**src/shp_pkg.sv**
```systemverilog
// Constants and carrier types for the serial controller host bus port
package shp_pkg;

    // ==========================================================
    // Synchroniser and timing counts, in sys_clk cycles
    localparam int         SYNC_STAGES     = 2;
    localparam logic [2:0] RECOVERY_CYC    = 3'h4;
    localparam logic [2:0] RST_STRETCH_CYC = 3'h4;

    // ==========================================================
    // Register indices seen through the pointer
    localparam logic [3:0] IDX_ZERO     = 4'h0;
    localparam logic [3:0] IDX_CMD      = 4'h0;
    localparam logic [3:0] IDX_VECTOR   = 4'h2;
    localparam logic [3:0] IDX_PENDING  = 4'h3;
    localparam logic [3:0] IDX_EVT_STAT = 4'h6;
    localparam logic [3:0] IDX_EVT_MASK = 4'h7;
    localparam logic [3:0] IDX_DATA     = 4'h8;

    // ==========================================================
    // Pointer command register fields and command codes
    localparam int         PTR_LSB        = 0;
    localparam int         PTR_MSB        = 2;
    localparam int         CMD_LSB        = 3;
    localparam int         CMD_MSB        = 5;
    localparam logic [2:0] CMD_POINT_HIGH = 3'h1;
    localparam logic [2:0] CMD_SVC_CLR    = 3'h7;

    // ==========================================================
    // Interrupt sources, vector and event status layout
    localparam int         NSRC       = 6;
    localparam logic [7:0] VECTOR_RST = 8'h00;
    localparam logic [7:0] BYTE_ZERO  = 8'h00;
    localparam int         EV_ACCESS  = 0;
    localparam int         EV_ACK     = 1;
    localparam int         EV_RESET   = 2;
    localparam int         EV_REFUSED = 3;
    localparam int         EV_W       = 4;

    // ==========================================================
    // Host pins as one bundle, all active levels as on the bus
    typedef struct packed {
        logic       ce_n;
        logic       rd_n;
        logic       wr_n;
        logic       irq_ack_n;
        logic       dc_sel;
        logic       ab_sel;
        logic       chain_in;
        logic [7:0] data;
    } shp_pins_t;

    // Access toward the channel registers
    typedef struct packed {
        logic       rd;
        logic       wr;
        logic       ab_sel;
        logic [3:0] idx;
        logic [7:0] wdata;
    } shp_acc_t;

endpackage

```
**src/shp_host_port.sv**
```systemverilog
// Host bus port of the dual-channel serial controller
//
// The implementer's own choices: the plain strobed port and the address map.
`timescale 1ns/100ps

module shp_host_port
    import shp_pkg::*;
(
    // Clock and reset
    input  wire logic            sys_clk,
    input  wire logic            rstn,
    // Host bus pins
    input  wire logic            ce_n,
    input  wire logic            rd_n,
    input  wire logic            wr_n,
    input  wire logic            irq_ack_n,
    input  wire logic            dc_sel,
    input  wire logic            ab_sel,
    input  wire logic [7:0]      data_in,
    output logic      [7:0]      data_out,
    output logic                 data_oe,
    // Daisy chain and interrupt request
    input  wire logic            chain_in,
    output logic                 chain_out,
    output logic                 int_req_n,
    // Channel register port
    output shp_acc_t             acc,
    input  wire logic [7:0]      acc_rdata,
    // Channel interrupt sources
    input  wire logic [NSRC-1:0] irq_src,
    // Block event interrupt
    output logic                 evt_irq
);

    // ==========================================================
    // Declarations
    shp_pins_t       raw_pins;     // Pins bundled for the synchroniser
    shp_pins_t       pins_s;       // Synchronised pins
    logic            rd_act_q;     // Enable with read strobe, delayed
    logic            wr_act_q;     // Enable with write strobe, delayed
    logic            ackrd_q;      // Read strobe, delayed, for the acknowledge edge
    logic            rd_act;       // Read coincidence now
    logic            wr_act;       // Write coincidence now
    logic            rd_go;        // Read coincidence began
    logic            wr_go;        // Write coincidence began
    logic            ack_go;       // Read strobe fell in acknowledge
    logic            hw_rst;       // Both strobes low
    logic            in_reset;     // Reset held or stretched
    logic [2:0]      rst_cnt_q;    // Reset stretch counter
    logic [2:0]      rec_cnt_q;    // Recovery counter
    logic            take;         // Access accepted this cycle
    logic            refuse;       // Access ignored this cycle
    logic [3:0]      ptr_q;        // Register pointer
    logic [3:0]      idx;          // Register reached by this access
    logic            internal;     // Access hits this block's registers
    logic [7:0]      vector_q;     // Interrupt vector
    logic [EV_W-1:0] stat_q;       // Sticky event status
    logic [EV_W-1:0] mask_q;       // Event mask
    logic [EV_W-1:0] ev_set;       // Events this cycle
    logic [EV_W-1:0] w1c;          // Status bits written with one
    logic            div_q;        // Half-rate toggle
    logic            upd_en;       // Pending update enable
    logic            svc_clr;      // Clear highest in-service
    logic            ack_take;     // Acknowledge aimed at this chain
    logic            hit;          // A vector is due
    logic [NSRC-1:0] pending;      // Pending bits
    // In-service bits stay inside the interrupt unit
    logic [7:0]      int_rdata;    // Internal read value
    logic [7:0]      int_rd_q;     // Internal read value, held
    logic            rd_p1_q;      // Read pipeline stage one
    logic            rd_p2_q;      // Read pipeline stage two
    logic            rd_ext_q;     // Read goes to channel registers
    logic            ext_p2_q;     // Same, aligned with stage two
    logic [7:0]      data_out_q;   // Read data for the host
    shp_acc_t        acc_q;        // Registered channel access

    // ==========================================================
    // Pin synchroniser
    assign raw_pins = '{ce_n: ce_n, rd_n: rd_n, wr_n: wr_n,
                        irq_ack_n: irq_ack_n, dc_sel: dc_sel,
                        ab_sel: ab_sel, chain_in: chain_in,
                        data: data_in};

    // Every pin crosses two flops before any decision but the drive enable
    shp_sync #(
        .W ($bits(shp_pins_t))
    ) u_sync (
        .sys_clk  (sys_clk),
        .rstn     (rstn),
        .async_in (raw_pins),
        .sync_out (pins_s)
    );

    // ==========================================================
    // Strobe decode and edge detection
    assign rd_act = ~pins_s.ce_n & ~pins_s.rd_n;
    assign wr_act = ~pins_s.ce_n & ~pins_s.wr_n;
    assign hw_rst = ~pins_s.rd_n & ~pins_s.wr_n;

    // Delayed copies for edge detection
    always_ff @(posedge sys_clk or negedge rstn) begin
        if (!rstn) begin
            rd_act_q <= 1'b0;
            wr_act_q <= 1'b0;
            ackrd_q  <= 1'b0;
        end else begin
            rd_act_q <= rd_act;
            wr_act_q <= wr_act;
            ackrd_q  <= ~pins_s.rd_n;
        end
    end

    // Acknowledge low masks enable, selects and write entirely
    assign rd_go  = rd_act & ~rd_act_q & pins_s.irq_ack_n;
    assign wr_go  = wr_act & ~wr_act_q & pins_s.irq_ack_n;
    assign ack_go = ~pins_s.rd_n & ~ackrd_q & ~pins_s.irq_ack_n
                  & ~in_reset;

    // ==========================================================
    // Hardware reset stretch
    // Counter reloads while both strobes are low, then runs out
    always_ff @(posedge sys_clk or negedge rstn) begin
        if (!rstn) begin
            rst_cnt_q <= 3'h0;
        end else if (hw_rst) begin
            rst_cnt_q <= RST_STRETCH_CYC;
        end else if (rst_cnt_q != 3'h0) begin
            rst_cnt_q <= rst_cnt_q - 3'h1;
        end
    end

    assign in_reset = hw_rst | (rst_cnt_q != 3'h0);

    // ==========================================================
    // Access acceptance and recovery
    // A start inside recovery or reset is dropped, not queued
    assign take   = (rd_go | wr_go) & ~in_reset
                  & (rec_cnt_q == 3'h0);
    assign refuse = (rd_go | wr_go) & ~take;

    // Recovery counts from the accepted strobe edge
    always_ff @(posedge sys_clk or negedge rstn) begin
        if (!rstn) begin
            rec_cnt_q <= 3'h0;
        end else if (take) begin
            rec_cnt_q <= RECOVERY_CYC;
        end else if (rec_cnt_q != 3'h0) begin
            rec_cnt_q <= rec_cnt_q - 3'h1;
        end
    end

    // Data select bypasses the pointer entirely
    assign idx = pins_s.dc_sel ? IDX_DATA : ptr_q;

    // Only a few indices belong to this block
    assign internal = (idx == IDX_CMD) || (idx == IDX_VECTOR)
                   || (idx == IDX_PENDING) || (idx == IDX_EVT_STAT)
                   || (idx == IDX_EVT_MASK);

    // ==========================================================
    // Register pointer
    // Loading from the command register, else cleared by control access
    always_ff @(posedge sys_clk or negedge rstn) begin
        if (!rstn) begin
            ptr_q <= IDX_ZERO;
        end else if (in_reset) begin
            ptr_q <= IDX_ZERO;
        end else if (take && !pins_s.dc_sel) begin
            if (wr_go && idx == IDX_CMD) begin
                ptr_q <= {pins_s.data[CMD_MSB:CMD_LSB] == CMD_POINT_HIGH,
                          pins_s.data[PTR_MSB:PTR_LSB]};
            end else begin
                ptr_q <= IDX_ZERO;
            end
        end
    end

    // Command to release the highest in-service level
    assign svc_clr = take && wr_go && !pins_s.dc_sel && idx == IDX_CMD
                  && pins_s.data[CMD_MSB:CMD_LSB] == CMD_SVC_CLR;

    // ==========================================================
    // Vector, event status and mask registers
    always_ff @(posedge sys_clk or negedge rstn) begin
        if (!rstn) begin
            vector_q <= VECTOR_RST;
        end else if (take && wr_go && idx == IDX_VECTOR) begin
            vector_q <= pins_s.data;
        end
    end

    // Event mask
    always_ff @(posedge sys_clk or negedge rstn) begin
        if (!rstn) begin
            mask_q <= '0;
        end else if (take && wr_go && idx == IDX_EVT_MASK) begin
            mask_q <= pins_s.data[EV_W-1:0];
        end
    end

    // Events that hardware reports
    always_comb begin
        ev_set             = '0;
        ev_set[EV_ACCESS]  = take;
        ev_set[EV_ACK]     = ack_take & hit;
        ev_set[EV_RESET]   = (rst_cnt_q == 3'h1) & ~hw_rst;
        ev_set[EV_REFUSED] = refuse;
    end

    assign w1c = (take && wr_go && idx == IDX_EVT_STAT)
               ? pins_s.data[EV_W-1:0] : '0;

    // Sticky status; a new event beats a clear in the same cycle
    always_ff @(posedge sys_clk or negedge rstn) begin
        if (!rstn) begin
            stat_q <= '0;
        end else begin
            stat_q <= (stat_q & ~w1c) | ev_set;
        end
    end

    assign evt_irq = |(stat_q & mask_q);

    // ==========================================================
    // Interrupt section
    // Half-rate update, held while the pointer rests on 2 or 3
    always_ff @(posedge sys_clk or negedge rstn) begin
        if (!rstn) begin
            div_q <= 1'b0;
        end else begin
            div_q <= ~div_q;
        end
    end

    assign upd_en = div_q & (ptr_q != IDX_VECTOR)
                  & (ptr_q != IDX_PENDING);

    // The chain input gates whether this device claims the cycle
    assign ack_take = ack_go & pins_s.chain_in;

    shp_irq_unit u_irq (
        .sys_clk     (sys_clk),
        .rstn        (rstn),
        .soft_rst    (in_reset),
        .src         (irq_src),
        .upd_en      (upd_en),
        .ack_active  (~pins_s.irq_ack_n),
        .ack_take    (ack_take),
        .svc_clr     (svc_clr),
        .chain_in    (pins_s.chain_in),
        .pending_q   (pending),
        .svc_q       (),
        .hit         (hit),
        .chain_out_q (chain_out),
        .int_n_q     (int_req_n)
    );

    // ==========================================================
    // Read path
    always_comb begin
        int_rdata = BYTE_ZERO;
        case (idx)
            IDX_VECTOR:   int_rdata = vector_q;
            IDX_PENDING:  int_rdata = {{(8 - NSRC){1'b0}}, pending};
            IDX_EVT_STAT: int_rdata = {{(8 - EV_W){1'b0}}, stat_q};
            IDX_EVT_MASK: int_rdata = {{(8 - EV_W){1'b0}}, mask_q};
            default:      int_rdata = BYTE_ZERO;
        endcase
    end

    // Channel data returns one cycle after the access pulse
    always_ff @(posedge sys_clk or negedge rstn) begin
        if (!rstn) begin
            rd_p1_q  <= 1'b0;
            rd_p2_q  <= 1'b0;
            rd_ext_q <= 1'b0;
            ext_p2_q <= 1'b0;
            int_rd_q <= BYTE_ZERO;
        end else begin
            rd_p1_q  <= take & rd_go;
            rd_p2_q  <= rd_p1_q;
            ext_p2_q <= rd_ext_q;
            if (take && rd_go) begin
                rd_ext_q <= ~internal;
                int_rd_q <= int_rdata;
            end
        end
    end

    // Host data register: vector in acknowledge, else read data
    always_ff @(posedge sys_clk or negedge rstn) begin
        if (!rstn) begin
            data_out_q <= BYTE_ZERO;
        end else if (ack_take && hit) begin
            data_out_q <= vector_q;
        end else if (rd_p2_q) begin
            data_out_q <= ext_p2_q ? acc_rdata : int_rd_q;
        end
    end

    assign data_out = data_out_q;

    // Raw pins: a synchronised enable would keep driving past release
    assign data_oe = ~rd_n & (~ce_n | ~irq_ack_n);

    // ==========================================================
    // Channel register access, one-cycle pulses
    always_ff @(posedge sys_clk or negedge rstn) begin
        if (!rstn) begin
            acc_q <= '0;
        end else begin
            acc_q.rd     <= take & rd_go & ~internal;
            acc_q.wr     <= take & wr_go & ~internal;
            if (take) begin
                acc_q.ab_sel <= pins_s.ab_sel;
                acc_q.idx    <= idx;
                acc_q.wdata  <= pins_s.data;
            end
        end
    end

    assign acc = acc_q;

endmodule

```
**src/shp_irq_unit.sv**
```systemverilog
// Pending bits, in-service latches, priority and daisy chain
`timescale 1ns/100ps
module shp_irq_unit
    import shp_pkg::*;
(
    // Clock and reset
    input  wire logic            sys_clk,
    input  wire logic            rstn,
    input  wire logic            soft_rst,
    // Source requests and pending update enable
    input  wire logic [NSRC-1:0] src,
    input  wire logic            upd_en,
    // Acknowledge control
    input  wire logic            ack_active,
    input  wire logic            ack_take,
    input  wire logic            svc_clr,
    input  wire logic            chain_in,
    // State and outputs
    output logic      [NSRC-1:0] pending_q,
    output logic      [NSRC-1:0] svc_q,
    output logic                 hit,
    output logic                 chain_out_q,
    output logic                 int_n_q
);

    logic [NSRC-1:0] elig;   // Pending above every in-service level

    // Highest set bit as a one-hot, bit NSRC-1 ranks first
    function automatic logic [NSRC-1:0] hi_onehot(input logic [NSRC-1:0] v);
        logic [NSRC-1:0] r;
        r = '0;
        for (int i = 0; i < NSRC; i++) begin
            if (v[i]) begin
                r = '0;
                r[i] = 1'b1;
            end
        end
        return r;
    endfunction

    // Bits at or below the highest in-service level are blocked
    function automatic logic [NSRC-1:0] blocked(input logic [NSRC-1:0] v);
        logic [NSRC-1:0] r;
        logic            seen;
        r = '0;
        seen = 1'b0;
        for (int i = NSRC - 1; i >= 0; i--) begin
            seen = seen | v[i];
            r[i] = seen;
        end
        return r;
    endfunction

    assign elig = pending_q & ~blocked(svc_q);
    assign hit  = chain_in & (|elig);

    // ==========================================================
    // Pending bits follow the sources only on enabled cycles
    always_ff @(posedge sys_clk or negedge rstn) begin
        if (!rstn) begin
            pending_q <= '0;
        end else if (soft_rst) begin
            pending_q <= '0;
        end else if (upd_en) begin
            pending_q <= src;
        end
    end

    // In-service latches; a new set is applied after the clear
    always_ff @(posedge sys_clk or negedge rstn) begin
        if (!rstn) begin
            svc_q <= '0;
        end else if (soft_rst) begin
            svc_q <= '0;
        end else begin
            svc_q <= (svc_q & ~(svc_clr ? hi_onehot(svc_q) : '0))
                   | ((ack_take && hit) ? hi_onehot(elig) : '0);
        end
    end

    // Request and chain outputs, registered to stay glitch free
    always_ff @(posedge sys_clk or negedge rstn) begin
        if (!rstn) begin
            chain_out_q <= 1'b1;
            int_n_q     <= 1'b1;
        end else begin
            chain_out_q <= chain_in & ~(|svc_q) & ~(ack_active & (|elig));
            int_n_q     <= ~(|elig);
        end
    end

endmodule

```
**src/shp_sync.sv**
```systemverilog
// Two-flop synchroniser for the asynchronous host pins
`timescale 1ns/100ps
module shp_sync
    import shp_pkg::*;
#(
    parameter int W = 1
) (
    // Clock and reset
    input  wire logic         sys_clk,
    input  wire logic         rstn,
    // Asynchronous in, synchronised out
    input  wire logic [W-1:0] async_in,
    output logic      [W-1:0] sync_out
);

    logic [W-1:0] meta_q;   // First stage, read only by second
    logic [W-1:0] sync_q;   // Second stage, safe to use

    // ==========================================================
    // Idle high so released strobes never look like a reset
    always_ff @(posedge sys_clk or negedge rstn) begin
        if (!rstn) begin
            meta_q <= '1;
            sync_q <= '1;
        end else begin
            meta_q <= async_in;
            sync_q <= meta_q;
        end
    end

    assign sync_out = sync_q;

endmodule
```
**config.mk**
```make
export PLATFORM = sky130hd
export DESIGN_NAME = shp_host_port
export DESIGN_NICKNAME = d
export VERILOG_FILES = /design/src/shp_pkg.sv /design/src/shp_host_port.sv /design/src/shp_irq_unit.sv /design/src/shp_sync.sv
export SDC_FILE = /design/constraint.sdc
export NUM_CORES = 1
export LEC_CHECK = 0
export BUFFER_PORTS_ARGS = -buffer_cell sky130_fd_sc_hd__buf_2
export CORE_MARGIN = 1
export CORE_UTILIZATION = 42
export CTS_CLUSTER_DIAMETER = 150
export DETAILED_ROUTE_END_ITERATION = 7
export GPL_ROUTABILITY_DRIVEN = 1
export GPL_TIMING_DRIVEN = 0
export HOLD_SLACK_MARGIN = 0.06
export PLACE_DENSITY = 0.73
export SETUP_SLACK_MARGIN = 0.15
export SYNTH_ARGS = -nofsm -noshare
export SYNTH_HDL_FRONTEND = slang
export SYNTH_SLANG_ARGS = --single-unit
```
**constraint.sdc**
```tcl
create_clock -name sys_clk -period 2.9 [get_ports sys_clk]
set_clock_uncertainty 0.1 [all_clocks]
set_input_delay 0.435 -clock sys_clk [delete_from_list [all_inputs] [get_ports sys_clk]]
set_output_delay 0.435 -clock sys_clk [all_outputs]
set_load 0.01 [all_outputs]
```
Word level (Yosys, flattened, before mapping)
Index checks and enable logic that the tools add are counted.
{ "op_classes": {"add_sub_neg": 2, "n_eq_ne": 9, "n_mux": 32, "n_bitwise": 62, "n_reduce_logical": 28} }
{ "ops": {"columns": ["cell", "n"], "rows": [
  ["6-bit two-way mux", 13],
  ["8-bit one-hot mux with 4 select lines", 1],
  ["1-bit bitwise AND", 27],
  ["4-bit two-way mux", 6],
  ["8-bit two-way mux", 3],
  ["1-bit inverter", 18],
  ["3-bit two-way mux", 5],
  ["6-bit bitwise AND", 2],
  ["6-bit inverter", 2],
  ["6-bit OR reduction", 2],
  ["1-bit logical AND", 11],
  ["2-bit nonzero test", 5],
  ["4-bit bitwise AND", 2],
  ["4-bit by 2-bit == test with 1-bit output, second input constant", 2],
  ["4-bit by 3-bit == test with 1-bit output, second input constant", 2],
  ["4-bit by 2-bit inequality test with 1-bit output, second input constant", 2],
  ["1-bit bitwise OR", 8],
  ["3-bit by 1-bit == test with 1-bit output, second input constant", 2],
  ["6-bit bitwise OR", 1],
  ["3-bit nonzero test", 2],
  ["3-bit by 1-bit subtractor with 3-bit output, second input constant", 2],
  ["5-bit two-way mux", 1],
  ["4-bit zero test", 1],
  ["1-bit logical OR", 4],
  ["8 further kinds", 9]
]} }
{ "word_totals": {"register_bits": 109, "output_inout_bits": 27} }

Depth between registers and ports, before layout
{ "logic_depth": {"ltp_word": 17, "mapped_depth": 8} }

Hierarchy
A second synthesis with hierarchy kept.
{ "unflattened": {"cells_unflattened": 363, "hier_area_um2": 4541.9} }
{ "modules_own_cells": {"columns": ["mod", "instances", "cells_per_inst", "area_each_um2"], "rows": [
  ["shp_host_port", 1, 260, 3044.2],
  ["shp_sync", 1, 30, 788.3],
  ["shp_irq_unit", 1, 73, 709.4]
]} }

Least setup slack after synthesis
OpenSTA, ideal clock, no wires.
{ "synth_timing": {"path_type": "flip-flop to flip-flop", "from": "reg rst_cnt_q[0]", "to": "reg acc_q, in the netlist acc[10]", "setup_ps": 125, "arrival_time_ps": 1911, "path_slack_ps": 764, "stages_incl_launch_ff": 9, "n_path_buf": 2, "synth_period_minus_slack_ps": 2136, "cell_sequence": "dfrtp_1 inv_1 ha_1 nor2b_1 buf_2 nand2_2 nor3_4 buf_4 mux2_2"} }
{ "synth_via": {"elab_chain_cells": 5} }
{ "synth_lines": {"columns": ["element", "line_no", "text"], "rows": [
  ["from (decl)", "shp_host_port.sv:49", "logic [2:0] rst_cnt_q;"],
  ["from (signal assigned)", "shp_host_port.sv:128", "rst_cnt_q <= rst_cnt_q - 3'h1;"],
  ["3-bit nonzero test", "shp_host_port.sv:132", "assign in_reset = hw_rst | (rst_cnt_q != 3'h0);"],
  ["1-bit bitwise OR", "shp_host_port.sv:132", null],
  ["1-bit inverter", "shp_host_port.sv:137", "assign take = (rd_go | wr_go) & ~in_reset"],
  ["1-bit bitwise AND", "shp_host_port.sv:137", null],
  ["1-bit bitwise AND", "shp_host_port.sv:138", "& (rec_cnt_q == 3'h0);"],
  ["to (decl)", "shp_host_port.sv:75", "shp_acc_t acc_q;"]
]} }
Every way passes these cells.
A chain may end at the register's enable or synchronous reset.

Final worst setup path
{ "layout_timing": {"from": "reg rst_cnt_q[0]", "to": "reg acc_q, in the netlist acc[6]"} }
The elaborated chain is that of the path after synthesis.

==> results_dict.tcl <==
set metrics [dict create \
    status "complete, no violations" \
    report.final.setup_viol 0 \
    syn_inst 367 \
    drive_above_1_share 0.3392 \
    cts.path.max_buffers 2 \
    cp_data_arrival_time_ns 2.66 \
    routabilityCongestion 0.8019 \
    max_freq_mhz 400.8 \
    finalCritPeriodShare 0.8602 \
    tightest_slew_ns 0.6403 \
    peakVddDrop_uv 306.9 \
    hold-worst-slack_ns 0.2084 \
    synth.area.top_cells "dfrtp_1 (42%), dfstp_2 (18%), mux2_2 (6.7%)" \
    drcViolationCount 0 \
    cp_max_fo 10 \
    hold_class "in2reg" \
    clk_pin_slew_ns 0.10 \
    htree_levels 3 \
    slew_violations 0 \
    drt_wl_total_microns 9303 \
    cts_root_buf "clkbuf_8" \
    clk_latency_ns 0.38 \
    critPathCaptureType "flop" \
    ys_ff_latch 109 \
    avgViaCountPerCell 5.319 \
    initial_core_util 0.4389 \
    synth-main-ff-cell "dfrtp_1" \
    crit_path_start_kind "flop" \
    port-buffer-count 57 \
    die_w_microns 106.3 \
    cts_tree "yes" \
    vias 3154 \
    wl_per_cell_microns 15.69 \
    grt_overflow 0 \
    core_area_sq_um 10420 \
    criticalPathCategory "reg2reg" \
    maxSlewHeadroom 0.5731 \
    antenna_found_initial 0 \
    synth-edff-count 0 \
    ys_seq_area_frac 0.6054 \
    fill_cells 930 \
    grt_pass1_vias 3147 \
    finalWorstSetupSlack_ns 0.4053 \
    worstPathRequired_ns 3.06 \
    fin_crit_ns 2.495 \
    final_util 0.5194 \
    synth_top_area_cell "dfrtp_1" \
    power_mw 3.413 \
    finalSetupTns_ns 0 \
    seq_area_sq_um 2768 \
    hold_viol_final 0 \
    diodes 0 \
    multi_input_area_sq_um 1697 \
    pin_count 58 \
    synth_area_sq_um 4572 \
    synth_nets 403 \
    cts_made_buffers 9 \
    yosysMostFrequentCell "dfrtp_1" \
    cap_violations 0 \
    clock-sinks 109 \
    grt_max_degree 62 \
    netlist_top_cells_count "dfrtp_1 (77), dfstp_2 (32), mux2_2 (27)" \
    yosys.cell_types.count 59 \
    yosysTopAreaCellShare 0.4215 \
    p_leak_nw 2.480 \
    syn_to_final_growth_pct 18.34 \
    cellPowerDensity_nw_per_um2 630.9 \
    async_flop_share 1.000 \
    drtIter0Drc 220 \
    syn_area_per_cell_sq_um 12.46 \
    drtAntennaViolNets 0 \
    dieArea_sq_um 11310 \
    layout.nets 488 \
    track_usage 0.1772 \
    post-place-ws_ns 0.4129 \
    yosys_warnings 0 \
    rsz0062_at_grt "false" \
    dp_hpwl_microns 6524 \
    die_h_microns 106.3 \
    dr.pass1.iters 4 \
    post_cts_resized 0 \
    rows 37 \
    grt_pass1_wl_microns 15430 \
]
==> state kept, by name, summed over array words and instances, names as in the netlist, 3 cells and up <==
| register | cells |
|---|---|
| u_sync.sync_out | 15 |
| mask_q | 4 |
| u_irq.svc_q | 6 |
| ptr_q | 4 |
| stat_q | 4 |
| rec_cnt_q | 3 |
| u_sync.meta_q | 15 |
| rst_cnt_q | 3 |
| int_rd_q | 8 |
| acc | 15 |
| u_irq.pending_q | 6 |
| vector_q | 8 |
| data_out | 8 |
==> kinds of logic (layout without fill, tap and decap cells) <==
| logic type | after synthesis | count (layout) | synth area share |
|---|---|---|---|
| compound gates | 67 | 67 | 0.1007 |
| xor+xnor | 1 | 1 | 0.001916 |
| fa+ha+maj | 5 | 5 | 0.01368 |
| buf+inv | 25 | 115 | 0.02354 |
| flops | 109 | 109 | 0.6054 |
| mux | 41 | 41 | 0.1015 |
| simple gates | 119 | 119 | 0.1533 |
==> metal layers <==
layer / up-vias / GRT usage / share of wire
li1: 1490 / - / -
met1: 1551 / 0.2404 / 0.47
met2: 97 / 0.2695 / 0.45
met3: 16 / 0.04844 / 0.056
met4: 0 / 0.06944 / 0.020
met5: - / 0 / 0
==> final cells by class <==
cell class / instances / share of cell area
buffer: 11 / 0.01018
clock buffer: 11 / 0.02821
clock inverter: 5 / 0.007401
inverter: 14 / 0.009713
multi-input combinational: 233 / 0.3136
sequential: 109 / 0.5116
tap: 136 / 0.03145
timing repair buffer: 74 / 0.08788
==> report_power, final <==
group / leakage (nW) / switching, mW / total [mW] / internal [mW]
clock network: 0.102 / 0.524 / 0.901 / 0.377
registers: 1.37 / 0.109 / 1.83 / 1.72
logic: 1.01 / 0.368 / 0.681 / 0.314
==> what timing repair did <==
| action | 4_1_cts | 5_1_grt |
|---|---|---|
| hold buffers | 16 | 0 |
| setup buffers | 0 | 0 |
| hold endpoints to repair | 57 | 0 |
==> layout by cell type (no fill, tap or decap), types with 5 or more instances in the layout <==
cell	count
a21oi_1	20
clkbuf_1	8
inv_1	14
nand3_1	12
nor3_1	7
mux2_2	27
o21ai_0	13
nand2_1	24
buf_2	58
mux2i_1	10
clkbuf_8	9
nand2b_1	5
dfrtp_1	77
dfstp_2	32
nor2_1	26
nand3b_1	7
ha_1	5
dlygate4sd3_1	16
nor2b_1	5
==> per-stage QoR <==
step                cell area (sq um)  std cells
detailed placement               5057        561
floorplan                        4572        367
global placement                 5027        560
global route                     5410        593
finish                           5410        593
CTS                              5410        593
==> path summary, 6_finish.rpt <==
check / startpoint / end / slack, ns / cells past startpoint
hold reg to reg: u_sync.meta_q[8] / u_sync.sync_out[8] / 0.26 / 0
setup reg to reg: rst_cnt_q[0] / acc[6] / 0.41 / 8
min in group asynchronous: rstn / wr_act_q / 0.52 / 2
setup / recovery: rst_cnt_q[0] / acc[6] / 0.41 / 8
hold / removal: irq_src[1] / u_irq.pending_q[1] / 0.21 / 3
max in group asynchronous: rstn / u_sync.sync_out[0] / 1.43 / 3
==> worst max-delay path, stage by stage (launching register included) <==
cell,delay (ns)
dfrtp_1,0.39
inv_1,0.11
ha_1,0.20
nor2b_1,0.13
buf_2,0.22
nand2_2,0.20
nor3_4,0.40
buf_4,0.29
mux2_2,0.35
No activity file was read; power rests on OpenSTA's default activity.
